[src/fsfc_pkg.sv]
package fsfc_pkg;

    // register indices; byte address is four times the index
    localparam logic [9:0] IDX_SECURITY = 10'h001;
    localparam logic [9:0] IDX_CMD_INDEX = 10'h002;
    localparam logic [9:0] IDX_FACTORY = 10'h003;
    localparam logic [9:0] IDX_CONFIG = 10'h004;
    localparam logic [9:0] IDX_ERR_CONFIG = 10'h005;
    localparam logic [9:0] IDX_MOD_STATUS = 10'h006;
    localparam logic [9:0] IDX_ERR_STATUS = 10'h007;
    localparam logic [9:0] IDX_CMD_OBJECT = 10'h00a;
    localparam logic [9:0] IDX_IRQ_STATUS = 10'h010;
    localparam logic [9:0] IDX_IRQ_MASK = 10'h011;
    localparam logic [9:0] IDX_CAPT_ADDR = 10'h012;
    localparam logic [9:0] IDX_CAPT_DATA = 10'h013;

    // security register fields
    localparam int SEC_BACKDOOR_KEY_ENABLE_MSB = 7;
    localparam int SEC_BACKDOOR_KEY_ENABLE_LSB = 6;
    localparam int SEC_STATE_MSB = 1;
    localparam int SEC_STATE_LSB = 0;
    localparam logic [1:0] BACKDOOR_KEY_ENABLE_ENABLED = 2'h2;
    localparam logic [1:0] SEC_UNSECURED = 2'h2;
    localparam logic [7:0] SEC_ALL_SET = 8'hff;
    localparam logic [7:0] SEC_RESET = 8'hff;

    // configuration register fields and writable mask
    localparam int CFG_COMMAND_INTERRUPT_ENABLE = 7;
    localparam int CFG_IGNORE_SINGLE_FAULT = 4;
    localparam int CFG_FORCE_DOUBLE_FAULT = 1;
    localparam int CFG_FORCE_SINGLE_FAULT = 0;
    localparam logic [7:0] CFG_WMASK = 8'h93;
    localparam logic [7:0] CFG_RESET = 8'h00;

    // error config, module status and error status fields
    localparam int ECFG_DOUBLE_FAULT_INTERRUPT_ENABLE = 1;
    localparam int ECFG_SINGLE_FAULT_INTERRUPT_ENABLE = 0;
    localparam int STAT_COMMAND_COMPLETE_FLAG = 7;
    localparam int ESTAT_DOUBLE_FAULT_FLAG = 1;
    localparam int ESTAT_SINGLE_FAULT_FLAG = 0;
    localparam logic [2:0] CMD_INDEX_RESET = 3'h0;
    localparam logic [15:0] CMD_WORD_RESET = 16'h0000;

    // interrupt status / mask bits
    localparam int EV_CMD_DONE = 0;
    localparam int EV_DBL_FAULT = 1;
    localparam int EV_SGL_FAULT = 2;
    localparam int EV_UNSECURE = 3;
    localparam int EV_WIDTH = 4;

    localparam int CMD_WORDS = 8;

    typedef struct packed {
        logic valid;
        logic [17:0] addr;
        logic [15:0] data;
        logic real_single;
        logic real_double;
    } fsfc_read_t;

    typedef struct packed {
        logic valid;
        logic [7:0] byte_value;
        logic dbl_fault;
    } fsfc_nvload_t;

endpackage

[src/fsfc_regs.sv]
// How it works
// [RULE_01] security register readable, writes ignored
// [RULE_02] security register loaded from nonvolatile byte
// [RULE_03] double fault at load sets all bits
// [RULE_04] only key code 10 enables backdoor
// [RULE_05] only security code 10 means unsecured
// [RULE_06] backdoor unsecure forces security code 10
// [RULE_07] three-bit index selects command word
// [RULE_08] factory register reads zero, ignores writes
// [RULE_09] four config bits writable, rest zero
// [RULE_10] command interrupt gated by enable bit
// [RULE_11] ignore bit suppresses single fault reporting
// [RULE_12] force double sets double flag per read
// [RULE_13] force single sets single flag per read
// [RULE_14] capture only on genuine faults
// [RULE_15] without force, flags need real faults
// [RULE_16] double fault interrupt gated by enable
// [RULE_17] complete flag, write one launches command
// [RULE_18] writable config bits reset to zero
`timescale 1ns/100ps
module fsfc_regs (
    input wire logic pclk,
    input wire logic presetn,
    input wire logic psel,
    input wire logic penable,
    input wire logic pwrite,
    input wire logic [11:0] paddr,
    input wire logic [31:0] pwdata,
    output logic [31:0] prdata,
    output logic pready,
    output logic pslverr,
    input wire fsfc_pkg::fsfc_nvload_t nv_load,
    input wire fsfc_pkg::fsfc_read_t array_read,
    input wire logic cmd_done,
    input wire logic backdoor_unsecure,
    output logic cmd_launch,
    output logic module_secured,
    output logic backdoor_enabled,
    output logic irq
);
    import fsfc_pkg::*;

    logic [7:0] security_reg;
    logic [2:0] cmd_index_reg;
    logic [7:0] config_reg;
    logic [1:0] err_config_reg;
    logic command_complete_flag_reg;
    logic double_fault_flag_reg;
    logic single_fault_flag_reg;
    logic [EV_WIDTH-1:0] irq_status_reg;
    logic [EV_WIDTH-1:0] irq_mask_reg;
    logic [17:0] capt_addr_reg;
    logic [15:0] capt_data_reg;
    logic [15:0] cmd_words [CMD_WORDS];
    logic [31:0] prdata_reg;
    logic [31:0] prdata_next;
    logic pready_reg;
    logic pslverr_reg;
    logic pslverr_next;
    logic cmd_launch_reg;
    logic irq_reg;
    logic irq_next;
    logic secured_reg;
    logic backdoor_key_enable_reg;

    logic setup;
    logic wr_done;
    logic [9:0] widx;
    logic aligned;
    logic mapped;
    logic set_double_fault_flag;
    logic set_single_fault_flag;
    logic real_sgl_seen;
    logic clr_double_fault_flag;
    logic clr_single_fault_flag;
    logic command_complete_flag_set;
    logic command_complete_flag_clr;
    logic [EV_WIDTH-1:0] ev_set;
    logic [EV_WIDTH-1:0] ev_clr;

    assign setup = psel & ~penable;
    assign wr_done = psel & penable & pready_reg & pwrite & ~pslverr_reg;
    assign widx = paddr[11:2];
    assign aligned = (paddr[1:0] == 2'h0);

    always_comb begin
        case (widx)
            IDX_SECURITY, IDX_CMD_INDEX, IDX_FACTORY, IDX_CONFIG,
            IDX_ERR_CONFIG, IDX_MOD_STATUS, IDX_ERR_STATUS, IDX_CMD_OBJECT,
            IDX_IRQ_STATUS, IDX_IRQ_MASK, IDX_CAPT_ADDR, IDX_CAPT_DATA: mapped = aligned;
            default: mapped = 1'b0;
        endcase
    end

    // no wait state: answer is ready in the first access cycle
    always_ff @(posedge pclk or negedge presetn) begin
        if (!presetn) begin
            pready_reg <= 1'b0;
        end else begin
            pready_reg <= setup;
        end
    end

    always_ff @(posedge pclk or negedge presetn) begin
        if (!presetn) begin
            pslverr_reg <= 1'b0;
        end else begin
            pslverr_reg <= pslverr_next;
        end
    end

    assign pslverr_next = setup & ~mapped;

    always_comb begin
        prdata_next = 32'h0000_0000;
        if (setup && !pwrite && mapped) begin
            case (widx)
                // security register read path
                // [RULE_01] read-only view
                IDX_SECURITY: prdata_next[7:0] = security_reg;
                // [RULE_07] index field in low bits
                IDX_CMD_INDEX: prdata_next[2:0] = cmd_index_reg;
                // [RULE_08] always zero
                IDX_FACTORY: prdata_next = 32'h0000_0000;
                // [RULE_09] unimplemented bits zero
                IDX_CONFIG: prdata_next[7:0] = config_reg & CFG_WMASK;
                IDX_ERR_CONFIG: prdata_next[1:0] = err_config_reg;
                // [RULE_17] completion flag read
                IDX_MOD_STATUS: prdata_next[STAT_COMMAND_COMPLETE_FLAG] = command_complete_flag_reg;
                IDX_ERR_STATUS: prdata_next[1:0] = {double_fault_flag_reg, single_fault_flag_reg};
                IDX_CMD_OBJECT: prdata_next[15:0] = cmd_words[cmd_index_reg];
                IDX_IRQ_STATUS: prdata_next[EV_WIDTH-1:0] = irq_status_reg;
                IDX_IRQ_MASK: prdata_next[EV_WIDTH-1:0] = irq_mask_reg;
                IDX_CAPT_ADDR: prdata_next[17:0] = capt_addr_reg;
                IDX_CAPT_DATA: prdata_next[15:0] = capt_data_reg;
                default: prdata_next = 32'h0000_0000;
            endcase
        end
    end

    always_ff @(posedge pclk or negedge presetn) begin
        if (!presetn) begin
            prdata_reg <= 32'h0000_0000;
        end else begin
            prdata_reg <= prdata_next;
        end
    end

    // security register: secure from reset until the nonvolatile load or a backdoor unsecure arrives
    always_ff @(posedge pclk or negedge presetn) begin
        if (!presetn) begin
            security_reg <= SEC_RESET;
        end else if (nv_load.valid) begin
            // [RULE_03] double fault secures
            if (nv_load.dbl_fault) begin
                security_reg <= SEC_ALL_SET;
            end else begin
                // [RULE_02] load from security byte
                security_reg <= nv_load.byte_value;
            end
        end else if (backdoor_unsecure) begin
            // [RULE_06] force unsecured code
            security_reg[SEC_STATE_MSB:SEC_STATE_LSB] <= SEC_UNSECURED;
        end
    end

    always_ff @(posedge pclk or negedge presetn) begin
        if (!presetn) begin
            secured_reg <= 1'b1;
            backdoor_key_enable_reg <= 1'b0;
        end else begin
            // [RULE_05] only code 10 unsecured
            secured_reg <= (security_reg[SEC_STATE_MSB:SEC_STATE_LSB] != SEC_UNSECURED);
            // [RULE_04] single enabling key code
            backdoor_key_enable_reg <= (security_reg[SEC_BACKDOOR_KEY_ENABLE_MSB:SEC_BACKDOOR_KEY_ENABLE_LSB] == BACKDOOR_KEY_ENABLE_ENABLED);
        end
    end

    always_ff @(posedge pclk or negedge presetn) begin
        if (!presetn) begin
            cmd_index_reg <= CMD_INDEX_RESET;
        end else if (wr_done && widx == IDX_CMD_INDEX) begin
            // [RULE_07] upper bits dropped
            cmd_index_reg <= pwdata[2:0];
        end
    end

    always_ff @(posedge pclk) begin
        if (wr_done && widx == IDX_CMD_OBJECT) begin
            cmd_words[cmd_index_reg] <= pwdata[15:0];
        end
    end

    always_ff @(posedge pclk or negedge presetn) begin
        if (!presetn) begin
            // [RULE_18] clear on reset
            config_reg <= CFG_RESET;
            err_config_reg <= 2'h0;
        end else begin
            if (wr_done && widx == IDX_CONFIG) begin
                // [RULE_09] only writable bits stored
                config_reg <= pwdata[7:0] & CFG_WMASK;
            end
            if (wr_done && widx == IDX_ERR_CONFIG) begin
                err_config_reg <= pwdata[1:0];
            end
        end
    end

    // command completion flag: write one launches, completion sets
    assign command_complete_flag_clr = wr_done && widx == IDX_MOD_STATUS && pwdata[STAT_COMMAND_COMPLETE_FLAG] && command_complete_flag_reg;
    assign command_complete_flag_set = cmd_done & ~command_complete_flag_reg;

    always_ff @(posedge pclk or negedge presetn) begin
        if (!presetn) begin
            command_complete_flag_reg <= 1'b1;
            cmd_launch_reg <= 1'b0;
        end else begin
            cmd_launch_reg <= command_complete_flag_clr;
            // [RULE_17] launch clears, completion sets
            if (cmd_done) begin
                command_complete_flag_reg <= 1'b1;
            end else if (command_complete_flag_clr) begin
                command_complete_flag_reg <= 1'b0;
            end
        end
    end

    // fault flags on array reads
    always_comb begin
        set_double_fault_flag = 1'b0;
        set_single_fault_flag = 1'b0;
        real_sgl_seen = 1'b0;
        if (array_read.valid) begin
            // [RULE_15] real faults only when not forced
            // [RULE_12] forced double fault
            set_double_fault_flag = config_reg[CFG_FORCE_DOUBLE_FAULT] | array_read.real_double;
            // [RULE_11] ignore suppresses real single faults
            real_sgl_seen = array_read.real_single & ~config_reg[CFG_IGNORE_SINGLE_FAULT];
            // [RULE_13] forced single fault
            set_single_fault_flag = config_reg[CFG_FORCE_SINGLE_FAULT] | real_sgl_seen;
        end
    end

    assign clr_double_fault_flag = wr_done && widx == IDX_ERR_STATUS && pwdata[ESTAT_DOUBLE_FAULT_FLAG];
    assign clr_single_fault_flag = wr_done && widx == IDX_ERR_STATUS && pwdata[ESTAT_SINGLE_FAULT_FLAG];

    always_ff @(posedge pclk or negedge presetn) begin
        if (!presetn) begin
            double_fault_flag_reg <= 1'b0;
        end else if (set_double_fault_flag) begin
            double_fault_flag_reg <= 1'b1;
        end else if (clr_double_fault_flag) begin
            double_fault_flag_reg <= 1'b0;
        end
    end

    always_ff @(posedge pclk or negedge presetn) begin
        if (!presetn) begin
            single_fault_flag_reg <= 1'b0;
        end else if (set_single_fault_flag) begin
            single_fault_flag_reg <= 1'b1;
        end else if (clr_single_fault_flag) begin
            single_fault_flag_reg <= 1'b0;
        end
    end

    // capture registers follow genuine faults only, double or non-ignored single
    always_ff @(posedge pclk or negedge presetn) begin
        if (!presetn) begin
            capt_addr_reg <= 18'h00000;
            capt_data_reg <= 16'h0000;
        end else if (array_read.valid && (array_read.real_double || real_sgl_seen)) begin
            // [RULE_14] genuine fault capture
            capt_addr_reg <= array_read.addr;
            capt_data_reg <= array_read.data;
        end
    end

    // sticky event bits, write one to clear, set wins
    assign ev_set[EV_CMD_DONE] = command_complete_flag_set;
    assign ev_set[EV_DBL_FAULT] = set_double_fault_flag;
    assign ev_set[EV_SGL_FAULT] = set_single_fault_flag;
    assign ev_set[EV_UNSECURE] = backdoor_unsecure;
    assign ev_clr = (wr_done && widx == IDX_IRQ_STATUS) ? pwdata[EV_WIDTH-1:0] : '0;

    always_ff @(posedge pclk or negedge presetn) begin
        if (!presetn) begin
            irq_status_reg <= '0;
        end else begin
            irq_status_reg <= ev_set | (irq_status_reg & ~ev_clr);
        end
    end

    always_ff @(posedge pclk or negedge presetn) begin
        if (!presetn) begin
            irq_mask_reg <= '0;
        end else if (wr_done && widx == IDX_IRQ_MASK) begin
            irq_mask_reg <= pwdata[EV_WIDTH-1:0];
        end
    end

    always_comb begin
        irq_next = |(irq_status_reg & irq_mask_reg);
        // [RULE_10] completion interrupt enable
        irq_next = irq_next | (config_reg[CFG_COMMAND_INTERRUPT_ENABLE] & command_complete_flag_reg);
        // [RULE_16] double fault enable
        irq_next = irq_next | (err_config_reg[ECFG_DOUBLE_FAULT_INTERRUPT_ENABLE] & double_fault_flag_reg);
        irq_next = irq_next | (err_config_reg[ECFG_SINGLE_FAULT_INTERRUPT_ENABLE] & single_fault_flag_reg);
    end

    always_ff @(posedge pclk or negedge presetn) begin
        if (!presetn) begin
            irq_reg <= 1'b0;
        end else begin
            irq_reg <= irq_next;
        end
    end

    assign prdata = prdata_reg;
    assign pready = pready_reg;
    assign pslverr = pslverr_reg;
    assign cmd_launch = cmd_launch_reg;
    assign module_secured = secured_reg;
    assign backdoor_enabled = backdoor_key_enable_reg;
    assign irq = irq_reg;

endmodule

[config.mk]
export PLATFORM = sky130hd
export DESIGN_NAME = fsfc_regs
export DESIGN_NICKNAME = d
export VERILOG_FILES = /design/src/fsfc_pkg.sv /design/src/fsfc_regs.sv
export SDC_FILE = /design/constraint.sdc
export NUM_CORES = 1
export LEC_CHECK = 0
export ABC_AREA = 1
export BUFFER_PORTS_ARGS = -buffer_cell sky130_fd_sc_hd__buf_2
export CAP_MARGIN = 5
export CORE_MARGIN = 5
export CORE_UTILIZATION = 35
export CTS_BUF_LIST = sky130_fd_sc_hd__clkbuf_8
export DETAILED_ROUTE_END_ITERATION = 7
export PLACE_DENSITY_LB_ADDON = 0.1
export SETUP_SLACK_MARGIN = 0.2
export SLEW_MARGIN = 5
export SYNTH_ARGS = -nofsm -noshare
export SYNTH_HDL_FRONTEND = slang
export SYNTH_SLANG_ARGS = --single-unit
[constraint.sdc]
create_clock -name pclk -period 3.55 [get_ports pclk]
set_input_delay 1.065 -clock pclk [delete_from_list [all_inputs] [get_ports pclk]]
set_output_delay 1.065 -clock pclk [all_outputs]
set_load 0.05 [all_outputs]
# After elaboration in Yosys (flattened, before gate mapping)
# Memories as Yosys holds them, arrays and structs flattened.
# Cells that the tools add are included.
# Widths: inputs -> output; s select.
dict set report totals {
  register_bits 100
  mem_bits_rw 128
  out_inout_bits 38
  wordCells 107
  mem_count 1
}
dict set report classes {
  eq_ne 14
  mux 24
  n_bitwise 25
  n_reduce_logical 24
}
# memory words width read_ports rd_clocked_by_memory_dff wr line
set mem_list {}
lappend mem_list {cmd_words 8 16 1 0 1 fsfc_regs.sv:54} ;# logic [15:0] cmd_words [CMD_WORDS];
# op count
set ops {}
lappend ops {{$eq 10x3->1 const B} 4}
lappend ops {{$eq 10x5->1 const B} 4}
lappend ops {{$pmux 8 s3} 1}
lappend ops {{$eq 10x2->1 const B} 2}
lappend ops {{$pmux 2 s10} 1}
lappend ops {{$mux 18} 1}
lappend ops {{$logic_and 1x1->1} 15}
lappend ops {{$pmux 3 s5} 1}
lappend ops {{$mux 1} 12}
lappend ops {{$pmux 1 s6} 2}
lappend ops {{$reduce_or 12->1} 1}
lappend ops {{$and 1x1->1} 11}
lappend ops {{$eq 10x1->1 const B} 1}
lappend ops {{$eq 10x4->1 const B} 1}
lappend ops {{$and 4x4->4} 2}
lappend ops {{$mux 8} 1}
lappend ops {{$reduce_bool 2->1} 4}
lappend ops {{$pmux 1 s7} 1}
lappend ops {{$mux 2} 3}
lappend ops {{$not 1->1} 5}
lappend ops {{$or 1x1->1} 5}
lappend ops {{$mux 4} 1}
lappend ops {{$not 4->4} 1}
lappend ops {{$or 4x4->4} 1}
lappend ops {{6 further kinds} 6}

# Depth between registers and ports, before layout
dict set report logic_depth {
  depth_word 9
  mapped_depth 11
}

# Worst setup path before layout
# OpenSTA, ideal clock, no wires.
dict set report synth_path {
  path_kind {input -> register}
  from {input port paddr[11]}
  to {memory cmd_words[4][0] (enable)}
  setup_ns 0.409
  arrival_ns 3.005
  required_ns 3.141
  path_slack_ns 0.136
  cell_stages 5
  cell_sequence {nor2_4 > nand3_1 > nor3_4 > nand2_1 > nor3_1}
}
dict set report synth_via {
  elab_chain_cells 4
}
# element line
set synth_rtl {}
lappend synth_rtl {{start: declaration} fsfc_regs.sv:27} ;# input wire logic [11:0] paddr,
lappend synth_rtl {{$eq 10x4->1} fsfc_regs.sv:189} ;# if (wr_done && widx == IDX_CMD_OBJECT) begin
lappend synth_rtl {{$logic_and 1x1->1} fsfc_regs.sv:189}
lappend synth_rtl {{$mux 1} fsfc_regs.sv:189}
lappend synth_rtl {{$mux 1 (implied by the code)} fsfc_regs.sv:190} ;# cmd_words[cmd_index_reg] <= pwdata[15:0];
lappend synth_rtl {{end: declaration} fsfc_regs.sv:54}
# No other way between the ends.

# Final worst setup path
dict set report layout_path {
  from {input port paddr[7]}
  to {memory cmd_words[4][2] (enable)}
}
# The elaborated chain is that of the path after synthesis.

==> flow_metrics.env <==
export IMPL_row_count=59
export IMPL_drv_cap=0
export IMPL_grt_pass1_wl_microns=38600
export IMPL_crit_path_end_kind="register"
export IMPL_drt_pre_antenna_iters=5
export IMPL_grt_usage=0.164
export IMPL_seq_area_frac_synth=0.646
export IMPL_crit_fanout=13
export IMPL_dp_hpwl_microns=16500
export IMPL_clockBufferDepth=3
export IMPL_finalSetupTns_ns=0
export IMPL_clkTransAtPathRegs_ns=0.06
export IMPL_crit_required_ns=3.78
export IMPL_ys_ff_latch=214
export IMPL_final_nets=1115
export IMPL_cp_start_kind="input pin"
export IMPL_p_per_area_nw_per_um2=472
export IMPL_period_needed_ns=2.46
export IMPL_synth_simple_area_share=0.203
export IMPL_p_leak_nw=4.70
export IMPL_area_growth_pct=18.4
export IMPL_critPathArrivalTime_ns=2.69
export IMPL_pin_count=136
export IMPL_wl_per_cell_microns=17.8
export IMPL_skew_ns=0.0231
export IMPL_grt_max_degree=58
export IMPL_ctsResizeCount=0
export IMPL_status="finished, final reports clean"
export IMPL_netlist_area_leader_share=0.414
export IMPL_viasPerCell=4.69
export IMPL_routed_wl_microns=24600
export IMPL_ys_types=39
export IMPL_clock_sinks=214
export IMPL_drt_iter0_drc=408
export IMPL_drive_gt1_frac=0.248
export IMPL_design_die_area_sq_um=29900
export IMPL_hold_viol_final=0
export IMPL_ys_flop_type="edfxtp_1"
export IMPL_tightest_slew_ns=0.973
export IMPL_muxShareOfSynthArea=0.0436
export IMPL_syn_area_per_cell_sq_um=10.6
export IMPL_via_count=6490
export IMPL_critPathKind="input pin to register"
export IMPL_cts_hold_buf=0
export IMPL_setup_viol=0
export IMPL_synthesis_area_sq_um=9300
export IMPL_die_x_microns=173
export IMPL_synthArstFlopShare=0.402
export IMPL_grt_pass1_vias=6598
export IMPL_cts_setup_buffers=0
export IMPL_synth_most_common_cell="nand2_1"
export IMPL_netlist_instances=874
export IMPL_synth_compound_area_share=0.0560
export IMPL_n_antenna_cell=0
export IMPL_reg2regPathDepth=3
export IMPL_synth_edf_count=128
export IMPL_cts_tree="built"
export IMPL_synth_largest_area_cell="edfxtp_1"
export IMPL_place_congestion=0.835
export IMPL_clk_latency_ns=0.54
export IMPL_cts_max_level=2
export IMPL_yosys_warnings=0
export IMPL_largest_reg_flops=128
export IMPL_core_sq_um=26100
export IMPL_holdPathStages=1
export IMPL_drc_errors=0
export IMPL_relSlewSlack=0.351
export IMPL_synth_top_family_by_area="simple AND/OR/NAND/NOR gates"
export IMPL_finalMaxSlewViolations=0
export IMPL_numCtsBuffers=39
export IMPL_finalCritPeriodShare=0.692
export IMPL_initial_utilization=0.356
export IMPL_grt_setup_unrepaired="false"
export IMPL_finalPower_w=0.00520
export IMPL_timing_fmax_ghz=0.407
export IMPL_cts_root_buf="clkbuf_8"
export IMPL_synth_xor_area_share=0
export IMPL_antenna_found_initial=2
export IMPL_die_h_microns=173
export IMPL_vdd_ir_drop_worst_mv=0.271
export IMPL_holdWs_ns=0.460
export IMPL_route_antenna_remaining_nets=0
export IMPL_hold_path_class="register to register"
export IMPL_synth_fa_ha_area_frac=0
export IMPL_overflow=0
export IMPL_synth_common_cells="nand2_1 (180), nor2_1 (153), edfxtp_1 (128)"
export IMPL_io_buffers=105
export IMPL_synth_area_top_cells="edfxtp_1 (41%), dfrtp_1 (20%), nand2_1 (7.3%), nor2_1 (6.2%), mux2_2 (4.4%)"
## power breakdown
group          internal (W)  switching [W]
sequential          0.00271      0.0000309
combinational     0.0000981       0.000171
clock               0.00115        0.00103
## worst paths after layout
kind,start,endpoint,slack (ns)
max in group asynchronous,presetn,security_reg[7]$_DFFE_PN1P_,2.26
worst max-delay path,paddr[7],cmd_words[4][2]$_DFFE_PP_,1.09
worst max register to register,cmd_index_reg[2]$_DFFE_PN0P_,cmd_words[4][2]$_DFFE_PP_,1.22
min in group asynchronous,presetn,pready$_DFF_PN0_,0.57
worst min register to register,security_reg[1]$_DFFE_PN1P_,module_secured$_DFF_PN1_,0.46
worst min-delay path,security_reg[1]$_DFFE_PN1P_,module_secured$_DFF_PN1_,0.46
## worst max-delay path, cell delays in order
cell	delay [ns]
buf_2	0.12
nor2_2	0.17
nand3_1	0.18
nor3_4	0.17
nand2_1	0.31
nor3_2	0.45
buf_12	0.22
## metal layers
metal / GRT usage / vias up / share of wire / routed length, microns
met3: 0.0330 / 44 / 0.042 / 1040
met1: 0.221 / 3086 / 0.46 / 11200
met5: 0 / - / 0.00093 / 23
met4: 0.0426 / 4 / 0.019 / 464
met2: 0.272 / 139 / 0.48 / 11800
li1: - / 3217 / - / -
## placed cells by master, fill, tap and decap left out, types with 2 or more instances in the layout
cell	count
nor2_4	6
o22a_1	2
inv_2	4
inv_8	2
nand2_1	180
nand3b_1	2
conb_1	14
a21oi_1	7
dfstp_2	10
inv_1	80
nand4_1	17
clkinv_2	3
nand2_4	2
dfrtp_1	76
nor2_2	15
buf_2	104
buf_12	4
a22oi_1	6
or2_2	4
nand3_1	42
edfxtp_1	128
clkbuf_8	41
nor2_1	153
o211ai_1	4
buf_4	19
o21ai_0	62
nor3_2	2
or2_1	2
o22ai_1	9
mux2_2	36
## cell families (layout without fill, tap and decap cells)
kind of cell    count (synthesis)  in the layout
simple gates                  431            431
flops                         214            214
buf+inv                        99            260
compound gates                 93             93
mux                            36             36
other cells                     1             14
## per-stage QoR
step	setup WS (ns)	utilization	std cells	cell area, sq um
floorplan	0.136	-	887	9340
global placement	0.584	0.393	1311	10300
detailed placement	0.559	0.393	1311	10300
CTS	1.10	0.421	1383	11000
global route	0.947	0.421	1383	11000
finish	1.09	0.421	1383	11000
## final cells by class
| type | instances | area (sq um) |
|---|---|---|
| multi-input combinational | 574 | 2880 |
| clock buffer | 41 | 564 |
| clock inverter | 31 | 165 |
| sequential | 214 | 6010 |
| fill | 2595 | 15100 |
| tap | 335 | 419 |
| timing repair buffer | 127 | 743 |
| inverter | 61 | 229 |
Note: power is estimated with default switching activity, not from simulation.
